File: src/hw/rxqs_pkg.sv
package rxqs_pkg;

    ////////////////////////////////////////////////////////////////////////////
    // register indices as seen on the host register port
    localparam logic [7:0]  ADDR_MAX_LEN   = 8'hb6;
    localparam logic [7:0]  ADDR_MIN_LEN   = 8'hb7;
    localparam logic [7:0]  ADDR_LO_FRAMES = 8'hb8;
    localparam logic [7:0]  ADDR_HI_FRAMES = 8'hb9;
    localparam logic [7:0]  ADDR_LO_HWORDS = 8'hba;
    localparam logic [7:0]  ADDR_HI_HWORDS = 8'hbb;

    ////////////////////////////////////////////////////////////////////////////
    // field widths and reset values
    localparam int          LEN_W          = 16;
    localparam int          FRM_W          = 9;
    localparam int          HW_W           = 14;
    localparam logic [15:0] MIN_LEN_RESET  = 16'h0040;
    localparam logic [15:0] MAX_LEN_RESET  = 16'h0618;

    ////////////////////////////////////////////////////////////////////////////
    // per-queue event bundle from the receive mac and host read path
    typedef struct packed {
        logic       hw_push;
        logic       hw_pop;
        logic       frame_push;
        logic       frame_pop;
    } rxqs_qev_t;

    typedef struct packed {
        logic [8:0]  frames;
        logic [13:0] hwords;
    } rxqs_occ_t;

endpackage

File: src/hw/rxqs_occ_counter.sv
`timescale 1ns/10ps
module rxqs_occ_counter (
    // clock and reset
    input  wire logic                clk,
    input  wire logic                rst_n,
    // queue events
    input  wire rxqs_pkg::rxqs_qev_t ev,
    // occupancy
    output rxqs_pkg::rxqs_occ_t      occ
);

    rxqs_pkg::rxqs_occ_t occ_ff;
    rxqs_pkg::rxqs_occ_t nxt_occ;

    // simultaneous push and pop cancel; counts saturate instead of wrapping
    always_comb begin
        nxt_occ = occ_ff;
        if (ev.hw_push && !ev.hw_pop && occ_ff.hwords != '1) begin
            nxt_occ.hwords = occ_ff.hwords + 14'h0001;
        end else if (ev.hw_pop && !ev.hw_push && occ_ff.hwords != '0) begin
            nxt_occ.hwords = occ_ff.hwords - 14'h0001;
        end
        if (ev.frame_push && !ev.frame_pop && occ_ff.frames != '1) begin
            nxt_occ.frames = occ_ff.frames + 9'h001;
        end else if (ev.frame_pop && !ev.frame_push && occ_ff.frames != '0) begin
            nxt_occ.frames = occ_ff.frames - 9'h001;
        end
    end

    always_ff @(posedge clk or negedge rst_n) begin
        if (!rst_n) begin
            occ_ff <= '0;
        end else begin
            occ_ff <= nxt_occ;
        end
    end

    assign occ = occ_ff;

endmodule

File: src/hw/rxqs_regs.sv
`timescale 1ns/10ps
////////////////////////////////////////////////////////////////////////////////
module rxqs_regs (
    // clock and reset
    input  wire logic                clk,
    input  wire logic                nrst,
    // host register port
    input  wire logic                reg_wr,
    input  wire logic                reg_rd,
    input  wire logic [7:0]          reg_addr,
    input  wire logic [31:0]         reg_wdata,
    output logic [31:0]              reg_rdata,
    output logic                     reg_rvalid,
    // queue events
    input  wire rxqs_pkg::rxqs_qev_t lo_ev,
    input  wire rxqs_pkg::rxqs_qev_t hi_ev,
    // to frame length checker and host status
    output logic [15:0]              min_rx_length_field,
    output logic [15:0]              max_rx_length_field,
    output logic                     receive_ready_flag
);

    ////////////////////////////////////////////////////////////////////////////
    // reset release; both stages drop at once, lift on successive edges
    // counters and settings all wait on the second stage
    logic       rst_s1_ff;
    logic       rst_n_ff;
    logic       nxt_rst_s1;
    logic       nxt_rst_n;

    always_comb begin
        nxt_rst_s1 = 1'b1;
        nxt_rst_n  = rst_s1_ff;
    end

    always_ff @(posedge clk or negedge nrst) begin
        if (!nrst) begin
            rst_s1_ff <= 1'b0;
            rst_n_ff  <= 1'b0;
        end else begin
            rst_s1_ff <= nxt_rst_s1;
            rst_n_ff  <= nxt_rst_n;
        end
    end

    ////////////////////////////////////////////////////////////////////////////
    // occupancy counters
    // events come from the mac on this clock, so no synchroniser
    rxqs_pkg::rxqs_occ_t lo_occ;
    rxqs_pkg::rxqs_occ_t hi_occ;

    rxqs_occ_counter u_lo (
        .clk   (clk),
        .rst_n (rst_n_ff),
        .ev    (lo_ev),
        .occ   (lo_occ)
    );

    rxqs_occ_counter u_hi (
        .clk   (clk),
        .rst_n (rst_n_ff),
        .ev    (hi_ev),
        .occ   (hi_occ)
    );

    ////////////////////////////////////////////////////////////////////////////
    // address decode
    function automatic logic addr_hit(
        input logic [7:0] a,
        input logic [7:0] target
    );
        return a == target;
    endfunction

    // only the two length settings take writes; counts ignore them
    logic        wr_min;
    logic        wr_max;

    assign wr_min = reg_wr && addr_hit(reg_addr, rxqs_pkg::ADDR_MIN_LEN);
    assign wr_max = reg_wr && addr_hit(reg_addr, rxqs_pkg::ADDR_MAX_LEN);

    ////////////////////////////////////////////////////////////////////////////
    // minimum length setting
    // no check against the maximum; software keeps min below max
    logic [rxqs_pkg::LEN_W-1:0] min_len_ff;
    logic [rxqs_pkg::LEN_W-1:0] nxt_min_len;

    always_comb begin
        nxt_min_len = min_len_ff;
        if (wr_min) begin
            nxt_min_len = reg_wdata[rxqs_pkg::LEN_W-1:0];
        end
    end

    always_ff @(posedge clk or negedge rst_n_ff) begin
        if (!rst_n_ff) begin
            min_len_ff <= rxqs_pkg::MIN_LEN_RESET;
        end else begin
            min_len_ff <= nxt_min_len;
        end
    end

    ////////////////////////////////////////////////////////////////////////////
    // maximum length setting
    logic [rxqs_pkg::LEN_W-1:0] max_len_ff;
    logic [rxqs_pkg::LEN_W-1:0] nxt_max_len;

    always_comb begin
        nxt_max_len = max_len_ff;
        if (wr_max) begin
            nxt_max_len = reg_wdata[rxqs_pkg::LEN_W-1:0];
        end
    end

    always_ff @(posedge clk or negedge rst_n_ff) begin
        if (!rst_n_ff) begin
            max_len_ff <= rxqs_pkg::MAX_LEN_RESET;
        end else begin
            max_len_ff <= nxt_max_len;
        end
    end

    ////////////////////////////////////////////////////////////////////////////
    // read path; writes to read-only counts are ignored
    // reserved upper bits always read as zero
    function automatic logic [31:0] pad_len(input logic [rxqs_pkg::LEN_W-1:0] v);
        return {16'h0, v};
    endfunction

    function automatic logic [31:0] pad_frm(input logic [rxqs_pkg::FRM_W-1:0] v);
        return {23'h0, v};
    endfunction

    function automatic logic [31:0] pad_hw(input logic [rxqs_pkg::HW_W-1:0] v);
        return {18'h0, v};
    endfunction

    // unmapped indices read as zero, still with a valid pulse
    function automatic logic [31:0] rd_mux(
        input logic [7:0]          a,
        input logic [15:0]         mn,
        input logic [15:0]         mx,
        input rxqs_pkg::rxqs_occ_t lo,
        input rxqs_pkg::rxqs_occ_t hi
    );
        logic [31:0] r;
        r = 32'h0000_0000;
        unique case (a)
            rxqs_pkg::ADDR_MIN_LEN:   r = pad_len(mn);
            rxqs_pkg::ADDR_MAX_LEN:   r = pad_len(mx);
            rxqs_pkg::ADDR_LO_FRAMES: r = pad_frm(lo.frames);
            rxqs_pkg::ADDR_HI_FRAMES: r = pad_frm(hi.frames);
            rxqs_pkg::ADDR_LO_HWORDS: r = pad_hw(lo.hwords);
            rxqs_pkg::ADDR_HI_HWORDS: r = pad_hw(hi.hwords);
            default:                  r = 32'h0000_0000;
        endcase
        return r;
    endfunction

    logic [31:0] rdata_ff;
    logic        rvalid_ff;
    logic [31:0] nxt_rdata;
    logic        nxt_rvalid;

    // data holds until the next read, so a slow host can still pick it up
    always_comb begin
        nxt_rdata  = rdata_ff;
        nxt_rvalid = reg_rd;
        if (reg_rd) begin
            nxt_rdata = rd_mux(reg_addr, min_len_ff, max_len_ff, lo_occ, hi_occ);
        end
    end

    always_ff @(posedge clk or negedge rst_n_ff) begin
        if (!rst_n_ff) begin
            rdata_ff  <= 32'h0000_0000;
            rvalid_ff <= 1'b0;
        end else begin
            rdata_ff  <= nxt_rdata;
            rvalid_ff <= nxt_rvalid;
        end
    end

    ////////////////////////////////////////////////////////////////////////////
    // receive ready status
    function automatic logic has_frame(input rxqs_pkg::rxqs_occ_t q);
        return q.frames != '0;
    endfunction

    logic        rdy_ff;
    logic        nxt_rdy;

    // counts are debug views; this flag is what software polls
    // host only needs one whole frame in either queue
    always_comb begin
        nxt_rdy = has_frame(lo_occ) || has_frame(hi_occ);
    end

    always_ff @(posedge clk or negedge rst_n_ff) begin
        if (!rst_n_ff) begin
            rdy_ff <= 1'b0;
        end else begin
            rdy_ff <= nxt_rdy;
        end
    end

    ////////////////////////////////////////////////////////////////////////////
    // outputs, all straight from flops
    assign reg_rdata           = rdata_ff;
    assign reg_rvalid          = rvalid_ff;
    assign receive_ready_flag  = rdy_ff;
    assign min_rx_length_field = min_len_ff;
    assign max_rx_length_field = max_len_ff;

endmodule

File: config.mk
export PLATFORM = sky130hd
export DESIGN_NAME = rxqs_regs
export DESIGN_NICKNAME = d
export VERILOG_FILES = /design/src/hw/rxqs_pkg.sv /design/src/hw/rxqs_occ_counter.sv /design/src/hw/rxqs_regs.sv
export SDC_FILE = /design/constraint.sdc
export NUM_CORES = 1
export LEC_CHECK = 0
export BUFFER_PORTS_ARGS = -buffer_cell sky130_fd_sc_hd__buf_4
export CAP_MARGIN = 20
export CORE_MARGIN = 8
export CORE_UTILIZATION = 55
export DETAILED_ROUTE_END_ITERATION = 7
export HOLD_SLACK_MARGIN = 0.06
export PLACE_DENSITY = 0.79
export SYNTH_ARGS = -nofsm -noshare
export SYNTH_HDL_FRONTEND = slang
export SYNTH_HIERARCHICAL = 1
export SYNTH_SLANG_ARGS = --single-unit
File: constraint.sdc
create_clock -name clk -period 4.1 [get_ports clk]
set_input_delay 0.41 -clock clk [delete_from_list [all_inputs] [get_ports clk]]
set_output_delay 0.41 -clock clk [all_outputs]
set_load 0.01 [all_outputs]
==> flow_summary.rst <==
.. list-table::
   :header-rows: 1

   * - Metric
     - Value
   * - Share of the synthesized netlist area taken by xor and xnor gates
     - 0.0511
   * - Global placement routability congestion
     - 0.854
   * - Largest net degree at the start of global routing
     - 76
   * - Share of the synthesized area in the top cell type
     - 0.349
   * - Clock tree root buffer cell
     - clkbuf_16
   * - Top Ports
     - 118
   * - Number of global-route vias before repair
     - 5334
   * - Hold endpoint
     - max_rx_length_field[10]
   * - Final-report max-slew violation count
     - 0
   * - Worst reg2reg path endpoint
     - u_lo/occ[12]
   * - Initial core utilization
     - 0.559
   * - Arrival time of data at the critical path endpoint
     - 3.53 ns
   * - Cell Area, Synth
     - 0.00666 mm^2
   * - Die width
     - 126 um
   * - Min cycle time layout
     - 3.29 ns
   * - Share of the yosys chip area belonging to registers
     - 0.369
   * - Ratio of total power to cell area
     - 654 mW/mm^2
   * - Cell variety after synth
     - 75
   * - Top cells by area in the synthesized netlist
     - dfrtp_1 35%, ha_1 7.5%, mux2_2 5.4%, a21oi_1 3.2%, mux2i_1 3.2%
   * - Post-Synthesis Cells
     - 654
   * - Post-Synthesis Mean Instance Area
     - 10.2 um^2
   * - Wire length reported by the detailed router
     - 16700 um
   * - Standby leakage power
     - 3.49 nW
   * - Worst Setup Start Kind
     - flop
   * - Yosys warning count
     - 6
   * - Nets
     - 829
   * - Number of buffers added for setup after CTS
     - 0
   * - Final Hold Viols
     - 0
   * - Global-route wire length before repair
     - 27100 um
   * - Gr usage total
     - 0.210
   * - Rows
     - 40
   * - Required time worst endpoint
     - 4.34 ns
   * - Synth Area in Adders
     - 0.0871
   * - Cell with the most instances after synthesis
     - dfrtp_1
   * - Multiplexer share of the synthesized area
     - 0.134
   * - Antenna Nets Post-Route
     - 0
   * - Upper clock frequency limit
     - 304 MHz
   * - Psw
     - 2.10 mW
   * - DR vias/cell
     - 6.05
   * - Setup repair after global routing missed its margin
     - false
   * - Number of enable-type register cells in the synthesized netlist
     - 0
   * - Number of fill cells in the layout
     - 946
   * - PortBufs
     - 85
   * - Result of the run
     - complete, no violations
   * - Worst reg2reg path startpoint
     - u_lo/occ[1]
   * - TritonCTS clock tree
     - yes
   * - GR Overflow Total
     - 0
   * - Largest family of logic cells by synthesized area
     - compound AO/OA/AOI/OAI gates
   * - Part of the cycle the worst path needs
     - 0.801
   * - Post-synthesis simple-gate area fraction
     - 0.140
   * - Area enclosed by the die boundary
     - 0.0159 mm^2
   * - Half-perimeter wire length of the detailed placement result
     - 12600 um
   * - Total setup violations reported at the end of the flow
     - 0
   * - Number of buffers added by the clock tree synthesis step
     - 9
   * - Worst vdd ir
     - 395 uV
   * - Synth Register Bits
     - 98
   * - Setup slack on the worst flop-to-flop path
     - 0.81 ns
   * - Synth Area in Compound Gates
     - 0.166
   * - Synthesis-to-layout area growth
     - 14.8%
   * - Via Count
     - 5355
   * - Proportion of total power due to net switching
     - 0.420
   * - Clock-pin slew reported for the worst setup and hold paths after clock tree synthesis
     - 0.07 ns
   * - Internal Dissipation
     - 2.90 mW
   * - Diodes inserted
     - 0
   * - Count of cells along the worst hold path
     - 2
   * - Sinks on Clock Net
     - 98
   * - Most numerous cell types in the synthesized netlist
     - 93 x dfrtp_1, 46 x nor2_1, 42 x a21oi_1
   * - First-iteration detailed-routing DRC count
     - 384
   * - Portion of total power attributed to combinational logic
     - 0.487
   * - Worst hold-check path type
     - in2reg
   * - Number of max-cap violations
     - 0
   * - Height of the chip
     - 126 um
   * - Clock latency on the worst-skew pair
     - 0.36 ns
   * - Sequential power share
     - 0.337
   * - Total non-filler cell area in the finished layout
     - 0.00765 mm^2
   * - Share of final-layout standard cells stronger than drive strength 1
     - 0.238
   * - Maximum level of the CTS H-tree
     - 3
   * - Critical Path Sink Type
     - flop
   * - Total negative slack for setup checks
     - 0 ns
   * - DRC errors left
     - 0
   * - Clock tree skew after final layout
     - 0.00681 ns
   * - Cell accounting for the most synthesized area
     - dfrtp_1
   * - Worst-path maximum fanout
     - 17
   * - Slew margin rel.
     - 0.334
   * - Power share of the clock group
     - 0.176
   * - Depth of the most critical reg-to-reg path
     - 11
   * - Number of antenna violations at the first check in global routing
     - 0
   * - Area after DPL
     - 0.00733 mm^2
   * - Worst-Margin Slew
     - 0.999 ns
   * - Dominant register cell in the synthesized netlist
     - dfrtp_1
   * - Proportion of synthesized flip-flops having asynchronous set or reset
     - 1.00
   * - Largest buffer count on any clock path
     - 2
   * - Launch instance of the worst min-delay path
     - reg_wdata[10]
   * - Core box area
     - 0.0119 mm^2
   * - Number of iterations in the first detailed-routing pass
     - 5
   * - Type of the worst setup path
     - reg2reg
   * - Final routed wire length divided by cell count
     - 18.8 um
[metrics by stage]
step | total power, mW | hold WS (ns) | setup slack, ns | util | std cells
floorplan | 3.50 | 0.114 | 1.18 | - | 669
global placement | 3.94 | 0.192 | 0.942 | 0.615 | 868
detailed placement | 4.08 | 0.194 | 0.887 | 0.615 | 868
CTS | 4.99 | 0.267 | 0.849 | 0.642 | 885
global route | 5.36 | 0.272 | 0.652 | 0.642 | 885
finish | 5.01 | 0.278 | 0.815 | 0.642 | 885
[final cells by class]
type                    instances  area (um^2)  area share
multi-input cells             504         3910       0.512
flip-flops and latches         98         2460       0.322
repair buffers                 87          656      0.0857
clock buffers                  10          239      0.0312
well taps                     147          184      0.0240
inverters                      33          124      0.0162
clock inverters                 6         72.6     0.00948
[repair_timing]
action                                 CTS  global route
hold buffers                             1             0
endpoints found under the hold margin    2             0
resized for setup                        0             0
[cell families after synthesis]
| logic type | after synthesis |
|---|---|
| other | 2 |
| multiplexers | 75 |
| flip-flops | 98 |
| XOR/XNOR | 38 |
| adder cells (fa/ha/maj) | 44 |
| buffers and inverters | 67 |
| AO/OA/AOI/OAI | 161 |
| AND/OR/NAND/NOR | 169 |
[layout by cell type (no fill, tap or decap), types with 4 or more instances in the layout]
master     instances
mux4_2             4
buf_4             86
nand3_1            8
o21ai_1            8
nor4_1            15
nand2_1           41
clkbuf_16          9
a211oi_1           4
nor2_1            46
xor2_1            21
mux2_1            10
o21ai_0           24
a21o_1             7
nor2b_1            7
fa_1               4
conb_1            17
nand3b_1           8
mux2_2            32
ha_1              40
mux2_4             8
nor3_1             5
nand4_1           13
o22ai_1            8
dfrtp_1           92
o21a_1             8
inv_1             33
o22a_1             5
xnor2_1           16
o21bai_1           6
a22oi_1           11
dfstp_2            5
a31oi_1            8
a21oi_1           42
mux2i_1           21
[critical path, stage by stage (launching register included)]
cell and delay, ns:
dfrtp_1 0.45, nand4_1 0.15, or4_4 0.55, nand3b_4 0.23
inv_1 0.08, fa_1 0.41, nor2b_1 0.20, o31ai_2 0.11
a22oi_1 0.38, a211oi_1 0.16, xnor2_1 0.17, mux2_4 0.26
[power groups by stage]
stage               Sequential [mW]  Clock (mW)  Combinational (mW)
floorplan                      1.53           0                1.97
global placement               1.68           0                2.26
detailed placement             1.70           0                2.39
CTS                            1.68       0.907                2.41
global route                   1.73       0.930                2.70
finish                         1.69       0.882                2.44
[registers in the layout, summed over array words and instances (netlist names)]
name and cells:
max_rx_length_field 16, min_rx_length_field 16, nxt_rst_n 1, receive_ready_flag 1, reg_rdata 16, reg_rvalid 1
rst_n_ff 1, u_hi/occ 23, u_lo/occ 23
[per-layer routing]
| metal | wire [um] | vias up | track usage |
|---|---|---|---|
| met5 | 0 | - | 0 |
| met3 | 788 | 33 | 0.0418 |
| li1 | - | 2534 | - |
| met2 | 8430 | 153 | 0.359 |
| met4 | 454 | 0 | 0.0941 |
| met1 | 6990 | 2635 | 0.252 |
[worst max path at each step]
stage               slack, ns                endpoint  depth (start not counted)         from
global route             0.65            u_hi/occ[12]                         11  u_hi/occ[6]
CTS                      0.85            u_lo/occ[12]                         11  u_lo/occ[1]
floorplan                1.18  max_rx_length_field[0]                          0     rst_n_ff
global placement         0.94            u_lo/occ[10]                         11  u_lo/occ[1]
finish                   0.81            u_lo/occ[12]                         11  u_lo/occ[1]
detailed placement       0.89            u_hi/occ[12]                         11  u_hi/occ[6]
Note: power is estimated with default switching activity, not from simulation.
